--- config.mk ---
export PLATFORM = sky130hd
export DESIGN_NAME = emacs_status
export DESIGN_NICKNAME = d
export VERILOG_FILES = /design/src/logic/emacs_pkg.sv /design/src/logic/emacs_queue_pointer.sv /design/src/logic/emacs_status.sv
export SDC_FILE = /design/constraint.sdc
export NUM_CORES = 1
export LEC_CHECK = 0
export ABC_CLOCK_PERIOD_IN_PS = 1800
export BUFFER_PORTS_ARGS = -buffer_cell sky130_fd_sc_hd__buf_2
export CAP_MARGIN = 20
export CORE_MARGIN = 2
export CORE_UTILIZATION = 50
export DETAILED_ROUTE_END_ITERATION = 8
export GPL_TIMING_DRIVEN = 0
export PLACE_DENSITY_LB_ADDON = 0.3
export REMOVE_ABC_BUFFERS = 1
export SLEW_MARGIN = 20
export SYNTH_ARGS = -nofsm -noshare
export SYNTH_HDL_FRONTEND = slang
export SYNTH_SLANG_ARGS = --single-unit
--- constraint.sdc ---
create_clock -name clock -period 1.8 [get_ports clock]
set_input_delay 0.09 -clock clock [delete_from_list [all_inputs] [get_ports clock]]
set_output_delay 0.09 -clock clock [all_outputs]
set_load 0.03 [all_outputs]
--- src/logic/emacs_pkg.sv ---
// Register map, field positions and constants of the MAC status block
package emacs_pkg;
	localparam int unsigned ADDR_W = 8;
	localparam int unsigned DATA_W = 32;

	localparam logic [7:0] OFF_NETWORK_STATE   = 8'h08;
	localparam logic [7:0] OFF_TX_STATE_REG    = 8'h14;
	localparam logic [7:0] OFF_RX_DESC_POINTER = 8'h18;
	localparam logic [7:0] OFF_TX_DESC_POINTER = 8'h1C;
	localparam logic [7:0] OFF_RX_STATE_REG    = 8'h20;
	localparam logic [7:0] OFF_EVENT_REG       = 8'h24;
	localparam logic [7:0] OFF_EVENT_ENABLE    = 8'h28;
	localparam logic [7:0] OFF_EVENT_ENABLED   = 8'h30;

	// Network state fields
	localparam int unsigned NS_MDIO = 1;
	localparam int unsigned NS_IDLE = 2;

	// Transmit state fields
	localparam int unsigned TS_OWNED  = 0;
	localparam int unsigned TS_COL    = 1;
	localparam int unsigned TS_RETRY  = 2;
	localparam int unsigned TS_ACTIVE = 3;
	localparam int unsigned TS_RANOUT = 4;
	localparam int unsigned TS_COMP   = 5;
	localparam int unsigned TS_STARVE = 6;

	// Receive state fields
	localparam int unsigned RS_NOBUF = 0;
	localparam int unsigned RS_REC   = 1;
	localparam int unsigned RS_FAIL  = 2;

	// Event register fields
	localparam int unsigned EV_MGMT   = 0;
	localparam int unsigned EV_RCOMP  = 1;
	localparam int unsigned EV_RXUSED = 2;
	localparam int unsigned EV_TXUSED = 3;
	localparam int unsigned EV_TUND   = 4;
	localparam int unsigned EV_RETRY  = 5;
	localparam int unsigned EV_TXERR  = 6;
	localparam int unsigned EV_TCOMP  = 7;
	localparam int unsigned EV_ROVR   = 10;
	localparam int unsigned EV_BUSERR = 11;
	localparam int unsigned EV_PFR    = 12;
	localparam int unsigned EV_PTZ    = 13;
	localparam int unsigned EV_W      = 14;

	localparam logic [6:0]  TX_STATE_RESET = 7'h00;
	localparam logic [2:0]  RX_STATE_RESET = 3'h0;
	localparam logic [13:0] EVENT_RESET    = 14'h0000;
	localparam logic [31:0] POINTER_RESET  = 32'h00000000;

	// Descriptor ring: two words per descriptor, 1024 entries at most
	localparam int unsigned RING_ENTRIES = 1024;
	localparam int unsigned DESC_SHIFT   = 3;
	localparam int unsigned SYNC_W       = 3;
endpackage

--- src/logic/emacs_queue_pointer.sv ---
// Descriptor queue pointer with advance, wrap, frame mark and rewind
`timescale 1ns/10ps
module emacs_queue_pointer
	import emacs_pkg::*;
#(
	parameter int unsigned ENTRIES = RING_ENTRIES
) (
	input  wire logic        clock,
	input  wire logic        resetn,
	input  wire logic        load,
	input  wire logic [31:0] loadValue,
	input  wire logic        advance,
	input  wire logic        wrapBit,
	input  wire logic        mark,
	input  wire logic        rewind,
	output logic      [31:0] current,
	output logic      [31:0] marked
);
	localparam int unsigned CW = $clog2(ENTRIES);

	logic [31:0]   start_q;
	logic [CW-1:0] count_q;
	logic [CW-1:0] count_d;
	logic [CW-1:0] mark_q;
	logic [CW-1:0] mark_d;
	wire           lastEntry = (count_q == CW'(ENTRIES - 1));
	wire  [CW-1:0] stepped   = (wrapBit || lastEntry) ? '0 : count_q + 1'b1;

	assign count_d = load ? '0 :
		rewind ? mark_q :
		advance ? stepped : count_q;
	assign mark_d = load ? '0 : mark ? count_d : mark_q;

	// Only the low bits move, so the ring never leaves its window
	function automatic logic [31:0] place(input logic [CW-1:0] idx);
		logic [CW+DESC_SHIFT-1:0] low;
		low = start_q[CW+DESC_SHIFT-1:0] + {idx, DESC_SHIFT'(0)};
		place = {start_q[31:CW+DESC_SHIFT], low};
	endfunction

	assign current = place(count_q);
	assign marked  = place(mark_q);

	always_ff @(posedge clock or negedge resetn) begin
		if (!resetn) begin
			start_q <= POINTER_RESET;
			count_q <= '0;
			mark_q  <= '0;
		end else begin
			if (load) begin
				start_q <= loadValue;
			end
			count_q <= count_d;
			mark_q  <= mark_d;
		end
	end

	pointer_wrap_a: assert property (@(posedge clock) disable iff (!resetn)
		(advance && !load && !rewind && (wrapBit || lastEntry))
		|=> count_q == '0)
	else $error("queue pointer did not return to start");

	pointer_load_a: assert property (@(posedge clock) disable iff (!resetn)
		load |=> current == $past(loadValue))
	else $error("queue pointer did not load written start");
endmodule // emacs_queue_pointer

--- src/logic/emacs_status.sv ---
// Status registers and descriptor queue pointers of the Ethernet MAC
`timescale 1ns/10ps
module emacs_status
	import emacs_pkg::*;
(
	input  wire logic        clock,
	input  wire logic        resetn,
	// Avalon-MM slave
	input  wire logic [7:0]  address,
	input  wire logic        read,
	input  wire logic        write,
	input  wire logic [31:0] writedata,
	input  wire logic [3:0]  byteenable,
	output logic      [31:0] readdata,
	output logic             waitrequest,
	// Pins
	input  wire logic        mdioIn,
	input  wire logic        collision,
	input  wire logic        txClk,
	// Management shifter
	input  wire logic        mgmtBusy,
	input  wire logic        mgmtDone,
	// Transmit engine and DMA
	input  wire logic        txActive,
	input  wire logic        txOwnedDescSeen,
	input  wire logic        txRetriesExhausted,
	input  wire logic        txBuffersRanOut,
	input  wire logic        txFrameDone,
	input  wire logic        txStarved,
	input  wire logic        txBufferUsed,
	input  wire logic        txWrapBit,
	// Receive DMA
	input  wire logic        rxNoBuffer,
	input  wire logic        rxOwnedDescSeen,
	input  wire logic        rxFrameStored,
	input  wire logic        rxStoreFail,
	input  wire logic        rxBufferUsed,
	input  wire logic        rxWrapBit,
	input  wire logic        busError,
	// Outputs to the DMA, the link and the interrupt logic
	output logic      [31:0] rxDescAddr,
	output logic      [31:0] txDescAddr,
	output logic             txErrorOut,
	output logic             txForceBadCrc,
	output logic      [13:0] eventEnabled
);
	// Bus handshake: one wait cycle, then the request is taken
	logic        ack_q;
	logic [31:0] readdata_q;
	wire         busReq   = read || write;
	wire         takeNow  = busReq && ack_q;
	wire         takeWr   = takeNow && write;
	wire         takeRd   = takeNow && read;
	wire  [31:0] wmask    = {{8{byteenable[3]}}, {8{byteenable[2]}},
		{8{byteenable[1]}}, {8{byteenable[0]}}};
	wire  [31:0] wdata    = writedata & wmask;

	assign waitrequest = busReq && !ack_q;
	assign readdata    = readdata_q;

	function automatic logic hit(input logic [7:0] off);
		hit = (address[7:2] == off[7:2]);
	endfunction

	wire selNet   = hit(OFF_NETWORK_STATE);
	wire selTx    = hit(OFF_TX_STATE_REG);
	wire selRxPtr = hit(OFF_RX_DESC_POINTER);
	wire selTxPtr = hit(OFF_TX_DESC_POINTER);
	wire selRx    = hit(OFF_RX_STATE_REG);
	wire selEv    = hit(OFF_EVENT_REG);
	wire selEn    = hit(OFF_EVENT_ENABLE);
	wire selEnRd  = hit(OFF_EVENT_ENABLED);

	// Pin synchronisers: only the last stage is read
	logic [SYNC_W-1:0] pinMeta_q;
	logic [SYNC_W-1:0] pinSync_q;
	logic              txClkLast_q;
	wire  [SYNC_W-1:0] pinRaw = {txClk, collision, mdioIn};

	genvar gi;
	generate
		for (gi = 0; gi < SYNC_W; gi++) begin : gSync
			always_ff @(posedge clock or negedge resetn) begin
				if (!resetn) begin
					pinMeta_q[gi] <= 1'b0;
					pinSync_q[gi] <= 1'b0;
				end else begin
					pinMeta_q[gi] <= pinRaw[gi];
					pinSync_q[gi] <= pinMeta_q[gi];
				end
			end
		end
	endgenerate

	wire mdioLive  = pinSync_q[0];
	wire colLive   = pinSync_q[1];
	wire txClkRise = pinSync_q[2] && !txClkLast_q;

	always_ff @(posedge clock or negedge resetn) begin
		if (!resetn) begin
			txClkLast_q <= 1'b0;
		end else begin
			txClkLast_q <= pinSync_q[2];
		end
	end

	// Collision counts only while a frame is on the wire
	wire colEvent = txClkRise && colLive && txActive;

	// Transmit pointer ignores writes while the transmitter runs
	wire txPtrLoad = takeWr && selTxPtr && !txActive;
	wire rxPtrLoad = takeWr && selRxPtr;

	// Transmit state: set events, write-one clears; a set beats a clear
	logic [6:0] txState_q;
	logic [6:0] txState_d;
	logic [6:0] txSet;
	logic [6:0] txClr;

	assign txSet = {txStarved, txFrameDone, txBuffersRanOut, 1'b0,
		txRetriesExhausted, colEvent, txOwnedDescSeen};
	assign txClr = (takeWr && selTx) ? wdata[6:0] : 7'h00;
	assign txState_d = (txState_q & ~txClr) | txSet;

	// Receive state
	logic [2:0] rxState_q;
	logic [2:0] rxState_d;
	logic [2:0] rxSet;
	logic [2:0] rxClr;

	assign rxSet = {rxStoreFail, rxFrameStored, rxNoBuffer};
	assign rxClr = (takeWr && selRx) ? wdata[2:0] : 3'h0;
	assign rxState_d = (rxState_q & ~rxClr) | rxSet;

	// Event register: latched, cleared by the read that returns it
	logic [EV_W-1:0] event_q;
	logic [EV_W-1:0] event_d;
	logic [EV_W-1:0] evSet;
	logic [EV_W-1:0] enable_q;

	always_comb begin
		evSet            = '0;
		evSet[EV_MGMT]   = mgmtDone;
		evSet[EV_RCOMP]  = rxFrameStored;
		evSet[EV_RXUSED] = rxOwnedDescSeen;
		evSet[EV_TXUSED] = txOwnedDescSeen;
		evSet[EV_TUND]   = txStarved || txPtrLoad;
		evSet[EV_RETRY]  = txRetriesExhausted;
		evSet[EV_TXERR]  = txBuffersRanOut;
		evSet[EV_TCOMP]  = txFrameDone;
		evSet[EV_ROVR]   = rxStoreFail;
		evSet[EV_BUSERR] = busError;
	end

	// Only bits that the read returned are cleared, so an event landing
	// in the wait cycle is kept for the next read instead of being lost
	wire [EV_W-1:0] evShown = (takeRd && selEv) ? readdata_q[EV_W-1:0] : '0;

	assign event_d = (event_q & ~evShown) | evSet;

	// Enable register is write-one only; it gates nothing here but is
	// handed to the interrupt logic beside this block
	wire [EV_W-1:0] enSet = (takeWr && selEn) ? wdata[EV_W-1:0] : '0;

	assign eventEnabled = enable_q;

	always_ff @(posedge clock or negedge resetn) begin
		if (!resetn) begin
			txState_q <= TX_STATE_RESET;
			rxState_q <= RX_STATE_RESET;
			event_q   <= EVENT_RESET;
			enable_q  <= EVENT_RESET;
		end else begin
			txState_q <= txState_d;
			rxState_q <= rxState_d;
			event_q   <= event_d;
			enable_q  <= enable_q | enSet;
		end
	end

	// Link-side error signalling
	always_ff @(posedge clock or negedge resetn) begin
		if (!resetn) begin
			txErrorOut    <= 1'b0;
			txForceBadCrc <= 1'b0;
		end else begin
			txErrorOut    <= txBuffersRanOut;
			txForceBadCrc <= txBuffersRanOut || txStarved;
		end
	end

	// Queue pointers: each advance moves one two-word descriptor
	logic [31:0] rxPtrNow;
	logic [31:0] txPtrNow;
	logic [31:0] txPtrFrame;

	// A failed store rewinds to the first buffer of the frame
	emacs_queue_pointer #(
		.ENTRIES(RING_ENTRIES)
	) uRxPointer (
		.clock    (clock),
		.resetn   (resetn),
		.load     (rxPtrLoad),
		.loadValue(wdata),
		.advance  (rxBufferUsed),
		.wrapBit  (rxWrapBit),
		.mark     (rxFrameStored),
		.rewind   (rxStoreFail),
		.current  (rxPtrNow),
		.marked   ()
	);

	emacs_queue_pointer #(
		.ENTRIES(RING_ENTRIES)
	) uTxPointer (
		.clock    (clock),
		.resetn   (resetn),
		.load     (txPtrLoad),
		.loadValue(wdata),
		.advance  (txBufferUsed),
		.wrapBit  (txWrapBit),
		.mark     (txFrameDone),
		.rewind   (1'b0),
		.current  (txPtrNow),
		.marked   (txPtrFrame)
	);

	assign rxDescAddr = rxPtrNow;
	assign txDescAddr = txPtrNow;

	// Read mux: reserved bits and unmapped words read zero
	logic [31:0] rdMux;

	always_comb begin
		rdMux = 32'h00000000;
		if (selNet) begin
			rdMux[NS_MDIO] = mdioLive;
			rdMux[NS_IDLE] = !mgmtBusy;
		end else if (selTx) begin
			rdMux[6:0]       = txState_q;
			rdMux[TS_ACTIVE] = txActive;
		end else if (selRxPtr) begin
			rdMux = rxPtrNow;
		end else if (selTxPtr) begin
			rdMux = txPtrFrame;
		end else if (selRx) begin
			rdMux[2:0] = rxState_q;
		end else if (selEv) begin
			rdMux[EV_W-1:0] = event_q;
		end else if (selEnRd) begin
			rdMux[EV_W-1:0] = enable_q;
		end
	end

	always_ff @(posedge clock or negedge resetn) begin
		if (!resetn) begin
			ack_q      <= 1'b0;
			readdata_q <= 32'h00000000;
		end else begin
			ack_q      <= busReq && !ack_q;
			readdata_q <= rdMux;
		end
	end

	// Checks

	idle_bit_a: assert property (@(posedge clock) disable iff (!resetn)
		(busReq && !ack_q && read && selNet)
		|=> readdata[NS_IDLE] == !$past(mgmtBusy))
	else $error("idle bit does not follow management busy");

	mdio_live_a: assert property (@(posedge clock) disable iff (!resetn)
		(busReq && !ack_q && read && selNet)
		|=> readdata[NS_MDIO] == $past(pinSync_q[0]))
	else $error("mdio bit not the synchronised pin level");

	clear_one_a: assert property (@(posedge clock) disable iff (!resetn)
		(takeWr && selTx && !writedata[TS_COMP] && txState_q[TS_COMP])
		|=> txState_q[TS_COMP])
	else $error("writing zero cleared a transmit status bit");

	no_write_set_a: assert property (@(posedge clock) disable iff (!resetn)
		(takeWr && selRx && !rxState_q[RS_REC] && !rxFrameStored)
		|=> !rxState_q[RS_REC])
	else $error("a register write set a receive status bit");

	owned_desc_a: assert property (@(posedge clock) disable iff (!resetn)
		txOwnedDescSeen |=> txState_q[TS_OWNED] && event_q[EV_TXUSED])
	else $error("owned descriptor fetch not flagged");

	collision_set_a: assert property (@(posedge clock) disable iff (!resetn)
		(txClkRise && colLive && txActive) |=> txState_q[TS_COL])
	else $error("collision not flagged");

	active_live_a: assert property (@(posedge clock) disable iff (!resetn)
		(busReq && !ack_q && read && selTx)
		|=> readdata[TS_ACTIVE] == $past(txActive))
	else $error("transmit active bit not live");

	ran_out_a: assert property (@(posedge clock) disable iff (!resetn)
		txBuffersRanOut
		|=> txErrorOut && txForceBadCrc && txState_q[TS_RANOUT])
	else $error("buffers ran out without error signalling");

	frame_done_a: assert property (@(posedge clock) disable iff (!resetn)
		txFrameDone |=> txState_q[TS_COMP] && event_q[EV_TCOMP])
	else $error("finished frame not flagged");

	starved_a: assert property (@(posedge clock) disable iff (!resetn)
		txStarved |=> txForceBadCrc && txState_q[TS_STARVE])
	else $error("starved transmit not flagged");

	tx_ptr_lock_a: assert property (@(posedge clock) disable iff (!resetn)
		(takeWr && selTxPtr && txActive && !txBufferUsed && !txFrameDone)
		|=> $stable(txPtrFrame) && $stable(txPtrNow))
	else $error("transmit pointer written while active");

	no_buffer_a: assert property (@(posedge clock) disable iff (!resetn)
		rxNoBuffer |=> rxState_q[RS_NOBUF])
	else $error("failed receive fetch not flagged");

	stored_fail_a: assert property (@(posedge clock) disable iff (!resetn)
		(rxFrameStored |=> rxState_q[RS_REC])
		and (rxStoreFail |=> rxState_q[RS_FAIL]))
	else $error("receive frame outcome not flagged");

	read_clear_a: assert property (@(posedge clock) disable iff (!resetn)
		(takeRd && selEv && readdata[EV_MGMT] && !mgmtDone)
		|=> !event_q[EV_MGMT])
	else $error("event register not cleared by read");

	enable_set_a: assert property (@(posedge clock) disable iff (!resetn)
		(takeWr && selEn && writedata[EV_TCOMP] && byteenable[0])
		|=> eventEnabled[EV_TCOMP])
	else $error("enable write did not take");

	bus_answer_a: assert property (@(posedge clock) disable iff (!resetn)
		(busReq && !ack_q) |=> !waitrequest || !busReq)
	else $error("bus request waited more than one cycle");
endmodule // emacs_status

Word-level counts from Yosys, hierarchy flattened --
Index checks and enable logic that the tools add are counted.
Word-level totals: register bits after elaboration 184, logic and storage cells 99, output and inout port bits 113, input bits 68
Operators by class: bitwise operators 11, reduce and logical (&&, ||, !) cells 25, equality and inequality tests 10, muxes and demuxes 27, add/subtract/negate cells 5
Operators with widths (number):
- 2-to-1 mux 10 bit | 11
- 2-to-1 mux 14 bit | 5
- adder 13 bit | 3
- AND 32 bit | 1
- 2-to-1 mux 32 bit | 1
- 2-to-1 mux 29 bit | 1
- 2-to-1 mux 25 bit | 1
- equality test 6 x 4 -> 1 bit, second input constant | 4
- adder 10 x 1 -> 10 bit, second input constant | 2
- equality test 10 bit, second input constant | 2
- equality test 6 x 3 -> 1 bit, second input constant | 3
- 2-to-1 mux 18 bit | 1
- AND 14 bit | 1
- logical AND 1 bit | 14
- 2-to-1 mux 7 bit | 2
- NOT 14 bit | 1
- bitwise OR 14 x 12 -> 14 bit | 1
- bitwise OR 14 bit | 1
- 2-to-1 mux 11 bit | 1
- AND 7 bit | 1
- NOT 7 bit | 1
- bitwise OR 7 bit | 1
- equality test 6 x 2 -> 1 bit, second input constant | 1
- 2-to-1 mux 3 bit | 2
- other kinds (8) | 16

Longest topological paths before layout --
Gate-level depths: netlist of run 1.
depth after elaboration 8, gate-level depth with buffers 9, depth with buffers taken out 9

By module --
A second synthesis of run 1 with hierarchy kept.
Second synthesis, totals: cells, all modules 952, area, all modules 10098.4 µm²
Modules (own cells, without submodules):
- emacs_queue_pointer at uRxPointer | cells an instance 327, times used 1, area each 3390.8 µm²
- emacs_status | cells an instance 299, times used 1, area each 3384.5 µm²
- emacs_queue_pointer at uTxPointer | cells an instance 326, times used 1, area each 3323.2 µm²

Worst setup path before layout of run 1 --
No wires, ideal clock.
kind reg2out, start reg uTxPointer.count_q[1], end out txDescAddr[12], arrival time 2419 ps, required time 1710 ps, setup slack -709 ps, cell stages (with the launch flop) 8, buffers on the path 0, cell sequence dfrtp_1 ha_1 a21oi_1 nor2b_1 o31a_1 or4_1 and3_1 a211oi_1
Between the ends: cells in the longest elaborated chain, start to end 1
Ends and longest elaborated chain:
- from (decl) | line emacs_queue_pointer.sv:22 | logic [CW-1:0] count_q;
- from (signal assigned) | line emacs_queue_pointer.sv:53 | count_q <= count_d;
- adder 13 bit | line emacs_queue_pointer.sv:37 | low = start_q[CW+DESC_SHIFT-1:0] + {idx, DESC_SHIFT'(0)};
- to (decl) | line emacs_status.sv:42 | output logic [31:0] txDescAddr,
No other way between the ends.

Final worst setup path of run 1 --
Same ends and word-level chain as after synthesis.

==> results of run 1 <==
[cell usage in the layout (no fill, tap or decap), types with 5 or more instances in the layout]
cell type      netlist  routed
a21o_1              21      21
a21oi_1             25      11
a21oi_2              0      11
a221oi_1             6       5
a222oi_1             6       6
and3_1              12       5
and3_4               0       5
buf_2                4     158
buf_4               44      51
buf_6                1      20
clkbuf_16            0      17
dfrtp_1            183     174
dfrtp_2              0       9
dlygate4sd3_1        0      56
ha_1                29      14
ha_4                 0      13
inv_1               18      13
inv_2                0       5
inv_6                0       5
mux2i_1             24      23
nand2_1            136     133
nand3_1             24      21
nand4_1              6       6
nor2_1              83      73
nor2_2               2       7
nor2_4               0       5
nor3_1              14      10
o21ai_0             90      74
o21ai_2              0      12
o21bai_1            16      16
xnor2_1             23      15
xnor2_2              0       7
xor2_1              13      12
[critical path: cells and delay by family (launching register included)]
family                     cells  cell delay (ns)
AOI/OAI and AO/OA              3             0.52
adders and majority gates      1             0.25
buffers and inverters          1             0.19
DFF                            1             0.41
and+or+nand+nor                3             0.67
[logic make-up (layout without fill, tap and decap cells)]
group           Yosys count  after routing  synth area share
compound gates          218            218            0.1579
xor+xnor                 36             36           0.03528
fa+ha+maj                32             32           0.04733
buf+inv                 103            338           0.06315
flops                   183            183            0.5125
mux                      28             28           0.03192
simple gates            305            309            0.1519
[through the flow]
step	total power [µW]	cell area, µm²	hold WS [ns]	instances
after global routing	11130	12150	0.02092	1369
final	10700	12150	0.007260	1369
after detailed placement	6149	9714	-0.008346	1227
after CTS	10480	11730	0.0004810	1355
after global placement	6101	9612	0.1984	1223
after floorplan	5557	8439	-0.2056	820
[power by group through the flow]
stage / clock [µW] / combinational (µW) / sequential, µW
global placement: 0 / 1470 / 4630
finish: 3810 / 2320 / 4580
global route: 4020 / 2520 / 4600
CTS: 3840 / 2090 / 4550
floorplan: 0 / 851 / 4710
detailed placement: 0 / 1510 / 4640
[final cells by class]
class	instances	share of cell area
sequential	183	0.3780
multi-input combinational	623	0.3775
timing repair buffer	288	0.1671
clock buffer	19	0.03564
tap	225	0.02318
clock inverter	13	0.01308
inverter	18	0.005563
[worst min-delay path by stage]
stage / slack [ns] / cells after the start / endpoint
global route: 0.02 / 3 / eventEnabled[12]
finish: 0.007 / 3 / uRxPointer.start_q[14]
floorplan: -0.21 / 0 / ack_q
detailed placement: -0.008 / 1 / readdata[19]
CTS: 0.0005 / 3 / eventEnabled[9]
global placement: 0.20 / 1 / pinMeta_q[2]
[routing by layer]
layer	track usage	vias up	share of wire
met4	0.1306	0	0.042
met2	0.4522	383	0.49
met5	0	-	0
met3	0.05592	78	0.069
met1	0.3620	3853	0.40
li1	-	3570	-
[sequential cells by signal, indices dropped and copies added (netlist names)]
signal / cells
ack_q: 1
colLive: 1
eventEnabled: 14
event_q: 14
mdioLive: 1
pinMeta_q: 3
pinSync_q: 1
readdata: 32
rxState_q: 3
txClkLast_q: 1
txErrorOut: 1
txForceBadCrc: 1
txState_q: 6
uRxPointer.count_q: 10
uRxPointer.mark_q: 10
uRxPointer.start_q: 32
uTxPointer.count_q: 10
uTxPointer.mark_q: 10
uTxPointer.start_q: 32
[what timing repair did]
item | CTS | global route
hold buffers | 56 | 0
buffers inserted | 37 | 19
resized for setup | 135 | 73
pin swaps | 55 | 46
gates cloned | 3 | 1
endpoints found under the hold margin | 261 | 0
endpoints found under the setup margin | 148 | 115
==> summary.md, run 1 <==
| Metric | Value |
|---|---|
| Status | finished with violations |
| Failing checks | negative setup slack |
| Setup TNS Final | -11.29 ns |
| Sequential cell area | 4591 µm² |
| Routability cong. | 0.8790 |
| Total Routing Usage GR | 0.2793 |
| R2R setup slack | -0.47 ns |
| Top cell type's share of synthesized area | 0.5125 |
| Min-Delay Startpoint | byteenable[1] |
| Switching power | 3243 µW |
| Max VDD drop | 0.7176 mV |
| Count leader, synth | dfrtp_1 |
| Clk_lat worst skew | 0.44 ns |
| Synth top area cells | dfrtp_1, nand2_1, o21ai_0 |
| Final setup fails | 36 |
| First-pass GRT wire length | 40,140 µm |
| Die H | 137.7 µm |
| Inserted Diodes | 0 |
| Critical path class | register to output port |
| Internal Power | 7461 µW |
| CTS sink count | 183 |
| Asr flop ratio synth | 1.000 |
| Yosys reg bits | 183 |
| Root Driver | clkbuf_16 |
| Slowest stage delay, CP | 0.43 ns |
| Vias in the first global route | 7,691 |
| 1st-iter DRT viols | 693 |
| Worst Setup End Kind | output port |
| Skew final | 0.008446 ns |
| Leak | 0.005745 µW |
| Chip width | 137.7 µm |
| Initial Util | 0.5149 |
| TritonCTS clock tree | built |
| Worst-margin pin slew | 1.117 ns |
| Post-synth top flop | dfrtp_1 |
| Largest net degree at the start of global routing | 77 |
| Power Dens Cells | 881.3 nW/µm² |
| Multi-input gate area | 4584 µm² |
| Critical path's slowest cell | or4_4 |
| Total gr overflow | 0 |
| Logic gate share of total power | 0.216 |
| Layout cells sized above 1 | 0.3505 |
| Minimum clock period | 2.557 ns |
| Register area share after synthesis | 0.5125 |
| Row count | 48 |
| Final Cycle Share | 1.421 |
| Syn. warnings | 0 |
| Port Buffer Count | 178 |
| CP Launch Point | uTxPointer.count_q[1] |
| Syn avg cell area | 9.874 µm² |
| Worst hold path class | input port to register |
| Top cells by count, synth | dfrtp_1, nand2_1, o21ai_0 |
| Post-synth cell types | 62 |
| # IOs | 181 |
| Core area | 17,360 µm² |
| Post-Syn Instances | 905 |
| CP Cell Sequence | ha_4 > a21oi_2 > nor2b_1 > o31a_1 > or4_4 > and3_4 > a211oi_2 > buf_4 |
| Cell taking the most area after synthesis | dfrtp_1 |
| Crit path DAT | 2.47 ns |
| R2R depth | 12 |
| CP startpoint kind | register |
| Routed wire length per instance | 19.74 µm |
| P&R area growth vs syn | 35.91% |
| Power share of the clock group | 0.356 |
| # H-tree levels | 4 |
| Reg2reg start | uRxPointer.count_q[0] |
| CP max FO | 2 |
| Clk slew on worst S/H paths | 0.07 ns |
| Final routed DRC violation total | 0 |
| WL final | 27,020 µm |
| Fillers | 1,234 |
| Critical path required time | 1.71 ns |
| Initial antenna violation count | 0 |
| Crit path capture | txDescAddr[12] |
| Final Net Count | 1,231 |
| Number of synthesized flops with an enable pin | 0 |
| Clock tree buffer depth | 2 |
| Max-Cap Viols | 0 |
| Pins Over Slew Limit | 0 |
| TritonCTS Buffers | 17 |
| Detailed-placement wirelength estimate | 15,910 µm |
| Vias | 7,884 |
| DR vias/cell | 5.759 |
| Slew margin rel. | 0.2537 |
| Dpl ws | -1.087 ns |
| Fmax | 0.3911 GHz |
| Final Hold Viols | 0 |
| RR Endpoint | readdata[11] |
| Seq pwr share | 0.427 |
| Routed Antenna Nets | 0 |
| Cell Area, Synth | 8936 µm² |
| Net Sw Frac | 0.3030 |
| Unrepaired setup endpoints after global routing | yes |
| Drt pass-1 iters | 6 |
| Core Util, Final | 0.6998 |
| Final worst slack | -0.7571 ns |
| Die ar. | 18,960 µm² |
Power figures use the tool's default switching activity.
==> run 2, diff against run 1 <==
--- a/config.mk
+++ b/config.mk
@@ -9,7 +9,7 @@
 export BUFFER_PORTS_ARGS = -buffer_cell sky130_fd_sc_hd__buf_2
 export CAP_MARGIN = 20
 export CORE_MARGIN = 2
-export CORE_UTILIZATION = 50
+export CORE_UTILIZATION = 51
 export DETAILED_ROUTE_END_ITERATION = 8
 export GPL_TIMING_DRIVEN = 0
 export PLACE_DENSITY_LB_ADDON = 0.3
@@ -17,4 +17,5 @@
 export SLEW_MARGIN = 20
 export SYNTH_ARGS = -nofsm -noshare
 export SYNTH_HDL_FRONTEND = slang
+export SYNTH_HIERARCHICAL = 1
 export SYNTH_SLANG_ARGS = --single-unit
==> run 2 against run 1 <==
- the flow still finishes with violations (negative setup slack)
- hold slack gained 0.0081 ns
- sequential power shrank 3%
- synthesized area grew 7.0%
- largest power group unchanged
- cell area grew 0.30%
- combinational power shrank 6%
- register-to-register slack is essentially flat
- worst setup slack gained 0.027 ns
==> summary.md, run 2 <==
| Metric | Value |
|---|---|
| Total gr overflow | 0 (unchanged) |
| Placed Cells | 1,211 (-1.3%) |
| Post-Syn Instances | 884 (-2.3%) |
| Total Routing Usage GR | 0.2538 (-0.02547) |
| Chip width | 140.9 µm (+2.4%) |
| Largest net degree at the start of global routing | 94 (+22%) |
| Row count | 50 (+4.2%) |
| Root Driver | clkbuf_16 |
| Final routed DRC violation total | 0 (unchanged) |
| Layout cells sized above 1 | 0.4239 (+0.07341) |
| Core area | 18,580 µm² (+7.1%) |
| Leak | 0.005881 µW (+2.4%) |
| First-pass GRT wire length | 39,770 µm (-0.93%) |
| Routed wire length per instance | 19.56 µm (-0.89%) |
| Max-Cap Viols | 0 (unchanged) |
| Drt pass-1 iters | 5 (-1) |
| TritonCTS Buffers | 17 (unchanged) |
| WL final | 25,680 µm (-4.9%) |
| Hold endpoint | uRxPointer/start_q[31] |
| CTS sink count | 183 (unchanged) |
| Vias in the first global route | 7,733 (+0.55%) |
| Unrepaired setup endpoints after global routing | yes |
| Slew margin rel. | 0.4855 (+0.2318) |
| Grt met3 use | 0.06726 (+0.01133) |
| Final setup fails | 27 (-25%) |
| Dpl ws | -1.144 ns (-0.05665 ns) |
| Syn avg cell area | 10.82 µm² (+9.6%) |
| Clk slew on worst S/H paths | 0.07 ns (about the same) |
| Routed Antenna Nets | 0 (unchanged) |
| Syn. warnings | 6 (+6) |
| Final Net Count | 1,166 (-5.3%) |
| Final worst slack | -0.7305 ns (+0.02662 ns) |
| Worst hold path class | input port to register |
| Cell Area, Synth | 9563 µm² (+7.0%) |
| CP max FO | 2 (unchanged) |
| Commonest non-fill, non-tap cell in the layout | dfrtp_1 |
| Status | finished with violations |
| Min-Delay Startpoint | writedata[31] |
| Commonest cells after routing, fill and taps aside | dfrtp_1, buf_2, mux2_2 |
| Minimum clock period | 2.531 ns (-0.02662 ns) |
| Initial antenna violation count | 1 (+1) |
| P&R area growth vs syn | 27.38% |
| GR peak layer | met2 |
| Pins Over Slew Limit | 0 (unchanged) |
| Fmax | 0.3952 GHz (+1.1%) |
| Clock tree buffer depth | 2 (unchanged) |
| DR vias/cell | 5.814 (+0.96%) |
| Final Cycle Share | 1.406 (-0.01479) |
| Worst Setup End Kind | output port |
| Final Hold Viols | 0 (unchanged) |
| Power Dens Cells | 838.4 nW/µm² (-4.9%) |
| Non-Filler Instances | 1,313 (-4.1%) |
| Clk_lat worst skew | 0.43 ns (about the same) |
| R2R setup slack | -0.46 ns (about the same) |
| CP startpoint kind | register |
| Setup TNS Final | -9.045 ns (+2.246 ns) |
| Critical path class | register to output port |
| Max VDD drop | 0.7298 mV (+1.7%) |
| Critical path required time | 1.71 ns (about the same) |
| Die H | 140.9 µm (+2.4%) |
| Port Buffer Count | 178 (unchanged) |
| Reg2reg start | uTxPointer/start_q[3] |
| Hold_ws | 0.01539 ns (+0.008131 ns) |
| TritonCTS clock tree | built |
| 1st-iter DRT viols | 474 (-32%) |
| R2R depth | 11 (-1) |
| Routability cong. | 0.8689 (-1.1%) |
| Worst Hold Depth | 3 (unchanged) |
| # IOs | 181 (unchanged) |
| Die ar. | 19,860 µm² (+4.8%) |
| Worst-margin pin slew | 0.7676 ns (-0.3492 ns) |
| Met1 usage | 0.3078 (-0.05421) |
| Crit path DAT | 2.44 ns (-0.03 ns) |
| Detailed-placement wirelength estimate | 16,730 µm (+5.2%) |
| Skew final | 0.01239 ns (+0.003946 ns) |
| # H-tree levels | 4 (unchanged) |
| Vias | 7,634 (-3.2%) |
| Met2 track demand over resource | 0.4244 (-0.02779) |
| Initial Util | 0.5147 (about the same) |
| Failing checks | negative setup slack |
| RR Endpoint | readdata[12] |
run 2: what timing repair did:
item,in CTS,in global routing
cloned,0,0
pin swaps,58,57
resized for setup,128,50
endpoints found under the setup margin,126,47
setup buffers,37,25
endpoints found under the hold margin,116,0
hold buffers,18,0
run 2: per-stage QoR:
| stage | area [µm²] | util | power [µW] |
|---|---|---|---|
| after floorplan | 8882 | - | 5378 |
| after detailed placement | 10280 | 0.5531 | 5923 |
| after global placement | 10070 | 0.5418 | 5874 |
| after CTS | 11830 | 0.6368 | 9968 |
| final | 12180 | 0.6556 | 10210 |
| after global routing | 12180 | 0.6556 | 10580 |
run 2: how the worst max path moves through the flow:
stage                     cells after the start                    end                   from  slack, ns
after floorplan                               6  uTxPointer/count_q[5]             address[7]      -3.16
after CTS                                     8         rxDescAddr[11]  uRxPointer/count_q[0]      -0.68
after global placement                        8   uTxPointer/mark_q[8]             address[7]      -6.01
after global routing                          8         rxDescAddr[11]  uRxPointer/start_q[3]      -0.78
after detailed placement                     10   uRxPointer/mark_q[4]             address[5]      -1.14
final                                         8         rxDescAddr[11]  uRxPointer/start_q[3]      -0.73
run 2: cell type report:
type	instances	area, µm²
Clock buffer	19	452.9
Sequential cell	183	4596
Multi-Input combinational cell	585	4876
Tap cell	234	292.8
Antenna cell	1	2.502
Clock inverter	12	107.6
Timing Repair Buffer	259	1774
Inverter	20	80.08
Fill cell	1340	6399
run 2: layer usage:
metal / up-vias / share of wire
met1: 3763 / 0.40
met4: 0 / 0.043
met5: - / 0
met2: 311 / 0.49
li1: 3480 / -
met3: 80 / 0.071
run 2: critical path, cell delays in order, from the launching register on:
cell and delay (ns):
dfrtp_1 0.43, ha_4 0.17, inv_2 0.04, fa_2 0.34, nor2b_2 0.15, o2111ai_2 0.15, a31oi_1 0.24, xor2_1 0.27
buf_4 0.21
run 2: power breakdown:
part,total (µW),internal [µW],leakage [µW],switching [µW]
logic,2170,996,0.00324,1180
registers,4460,4280,0.00237,172
clock network,3580,1880,0.000272,1700
total,10200,7170,0.00588,3050
==> run 3, diff against run 2 <==
--- a/config.mk
+++ b/config.mk
@@ -5,11 +5,12 @@
 export SDC_FILE = /design/constraint.sdc
 export NUM_CORES = 1
 export LEC_CHECK = 0
+export ABC_AREA = 1
 export ABC_CLOCK_PERIOD_IN_PS = 1800
 export BUFFER_PORTS_ARGS = -buffer_cell sky130_fd_sc_hd__buf_2
 export CAP_MARGIN = 20
 export CORE_MARGIN = 2
-export CORE_UTILIZATION = 51
+export CORE_UTILIZATION = 52
 export DETAILED_ROUTE_END_ITERATION = 8
 export GPL_TIMING_DRIVEN = 0
 export PLACE_DENSITY_LB_ADDON = 0.3
==> run 3 against run 2 <==
- the run still ends with negative setup slack left
- total power grew 10%
- combinational power is 17% higher
- final cell count up 32%
- clock power rose by 16%
- non-clock buffer count up 22
- cell area up 6.9%
- synthesized cell count increased by 42%
- utilization is 3.6 points higher
- largest power group unchanged
- critical endpoint is now rxDescAddr[9]
- die area is 2.8% higher
==> summary.md, run 3 <==
| Metric | Value |
|---|---|
| Final Hold Viols | 0 (unchanged) |
| Crit path DAT | 2.28 ns (-0.16 ns) |
| Overall power | 11,260 µW (+10%) |
| CP startpoint kind | register |
| Design area | 13,020 µm² (+6.9%) |
| TritonCTS Buffers | 17 (unchanged) |
| Row count | 50 (unchanged) |
| Max VDD drop | 0.7264 mV (-0.46%) |
| Failing checks | negative setup slack |
| Vias in the first global route | 8,856 (+15%) |
| Clock tree buffer depth | 2 (unchanged) |
| CP Depth | 10 (+2) |
| Net Sw Frac | 0.2971 (-0.001287) |
| Minimum clock period | 2.373 ns (-0.1577 ns) |
| Final Cycle Share | 1.318 (-0.08759) |
| Chip width | 142.9 µm (+1.4%) |
| Clk slew on worst S/H paths | 0.06 ns (about the same) |
| Area after DPL | 10,680 µm² (+4.0%) |
| # H-tree levels | 4 (unchanged) |
| R2R depth | 11 (unchanged) |
| Most common cell on crit path | nand2_1 |
| Critical path required time | 1.71 ns (about the same) |
| Max-Cap Viols | 0 (unchanged) |
| Dpl ws | -1.323 ns (-0.1795 ns) |
| Internal Power | 7914 µW (+10%) |
| Final routed DRC violation total | 0 (unchanged) |
| P&R area growth vs syn | 29.76% |
| Layout cells sized above 1 | 0.2801 (-0.1439) |
| Power Dens Cells | 864.6 nW/µm² (+3.1%) |
| First-pass GRT wire length | 44,040 µm (+11%) |
| Commonest non-fill, non-tap cell in the layout | nand2_1 |
| Final Net Count | 1,559 (+34%) |
| CP Cell Sequence | ha_2 > inv_2 > fa_2 > o21ai_4 > nand2_1 > nand2_1 > nand2_1 > nand2_2 > xor2_4 > buf_6 |
| Skew final | 0.008898 ns (-0.003494 ns) |
| DR vias/cell | 5.244 (-9.8%) |
| Routed wire length per instance | 16.30 µm (-17%) |
| Worst-margin pin slew | 1.014 ns (+0.2462 ns) |
| Largest net degree at the start of global routing | 94 (unchanged) |
| Port Buffer Count | 178 (unchanged) |
| Logic gate share of total power | 0.225 (+0.012) |
| Hold_ws | 0.02265 ns (+0.007257 ns) |
| CP delay by family, top | adder cells |
| R2R setup slack | -0.26 ns (+0.20 ns) |
| Status | finished with violations |
| Worst Hold Depth | 3 (unchanged) |
| Switching power | 3346 µW (+9.8%) |
| Initial antenna violation count | 2 (+1) |
| Buf+Inv Stages, Crit Path | 2 (unchanged) |
| TritonCTS clock tree | built |
| Total Routing Usage GR | 0.2768 (+0.02298) |
| Vias | 9,078 (+19%) |
| Inserted Diodes | 0 (-1) |
| Detailed-placement wirelength estimate | 17,480 µm (+4.5%) |
| Post-Syn Instances | 1,257 (+42%) |
| Setup TNS Final | -6.010 ns (+3.035 ns) |
| Seq pwr share | 0.406 (-0.030) |
| Power share of the clock group | 0.369 (+0.018) |
| CTS sink count | 183 (unchanged) |
| Sequential cell area | 4603 µm² (+0.16%) |
| Initial Util | 0.5330 (+0.01828) |
| Cell Area, Synth | 10,040 µm² (+4.9%) |
| WL final | 28,210 µm (+9.8%) |
| Critical path's slowest cell | fa_2 |
| Total gr overflow | 0 (unchanged) |
| Final worst slack | -0.5729 ns (+0.1577 ns) |
| Routed Antenna Nets | 0 (unchanged) |
| Unrepaired setup endpoints after global routing | yes |
| Core area | 18,830 µm² (+1.3%) |
| Drt pass-1 iters | 5 (unchanged) |
| Slew margin rel. | 0.3225 (-0.1630) |
| Pins Over Slew Limit | 0 (unchanged) |
| Die ar. | 20,430 µm² (+2.8%) |
| Critical path class | register to output port |
| Root Driver | clkbuf_16 |
| Multi-input gate area | 4811 µm² (-1.3%) |
| Clk_lat worst skew | 0.43 ns (about the same) |
| Fmax | 0.4214 GHz (+6.6%) |
| Final setup fails | 23 (-15%) |
| Worst Setup End Kind | output port |
| Leak | 0.007055 µW (+20%) |
| # IOs | 181 (unchanged) |
| Syn. warnings | 6 (unchanged) |
| Fillers | 1,433 (+6.9%) |
| Worst hold path class | input port to register |
| Routability cong. | 0.8702 (+0.15%) |
| Die H | 142.9 µm (+1.4%) |
| Slowest stage delay, CP | 0.37 ns (-0.06 ns) |
| 1st-iter DRT viols | 668 (+41%) |
| Syn avg cell area | 7.984 µm² (-26%) |
| CP max FO | 3 (+1) |
| Commonest cells after routing, fill and taps aside | nand2_1, dfrtp_1, buf_2 |
[run 3: metal layers]
metal / share of wire / wire (µm) / global-route usage
met5: 0.00082 / 23 / 0
met1: 0.40 / 11360 / 0.3405
met4: 0.034 / 957 / 0.1204
met2: 0.50 / 14030 / 0.4681
met3: 0.065 / 1840 / 0.06271
[run 3: power by group through the flow]
stage | Clock [µW] | Combinational [µW] | Sequential, µW
5_1_grt | 4380 | 2750 | 4600
4_1_cts | 4210 | 2350 | 4560
3_5_place_dp | 0 | 1770 | 4620
2_1_floorplan | 0 | 1110 | 4680
3_3_place_gp | 0 | 1730 | 4620
6_report | 4150 | 2530 | 4580
[run 3: metrics by stage]
stage          cells    util
2_1_floorplan   1158       -
3_3_place_gp    1596  0.5611
3_5_place_dp    1602  0.5674
4_1_cts         1714  0.6771
5_1_grt         1731  0.6916
6_report        1731  0.6916
[run 3: final cells by class]
cell class                 count  area share
sequential                   183      0.3535
multi-input combinational    829      0.3694
inverter                     146     0.04554
clock inverter                13     0.01672
timing repair inverter         1   0.0006726
clock buffer                  18     0.03372
tap                          260     0.02498
timing repair buffer         281      0.1555
[run 3: tightest hold or removal path, delay by kind of cell]
| family | cells | cell delay (ns) |
|---|---|---|
| AND/OR/NAND/NOR | 1 | 0.12 |
| AO/OA/AOI/OAI | 1 | 0.09 |
| buffers and inverters | 1 | 0.09 |
[run 3: what timing repair did]
| item | CTS | global route |
|---|---|---|
| endpoints found under the setup margin | 128 | 43 |
| pin swaps | 42 | 46 |
| setup buffers | 36 | 23 |
| hold buffers | 45 | 0 |
| resized for setup | 148 | 33 |
| endpoints found under the hold margin | 159 | 0 |
| cloned | 2 | 0 |
[run 3: final timing paths]
| check | startpoint | end |
|---|---|---|
| worst max-delay path | uRxPointer/start_q[3] | rxDescAddr[9] |
| worst min-delay path | writedata[1] | eventEnabled[1] |
| worst max register to register | uTxPointer/start_q[3] | readdata[9] |
| worst min register to register | pinMeta_q[0] | mdioLive |
| max in group asynchronous | resetn | uRxPointer/count_q[5] |
| min in group asynchronous | resetn | eventEnabled[0] |
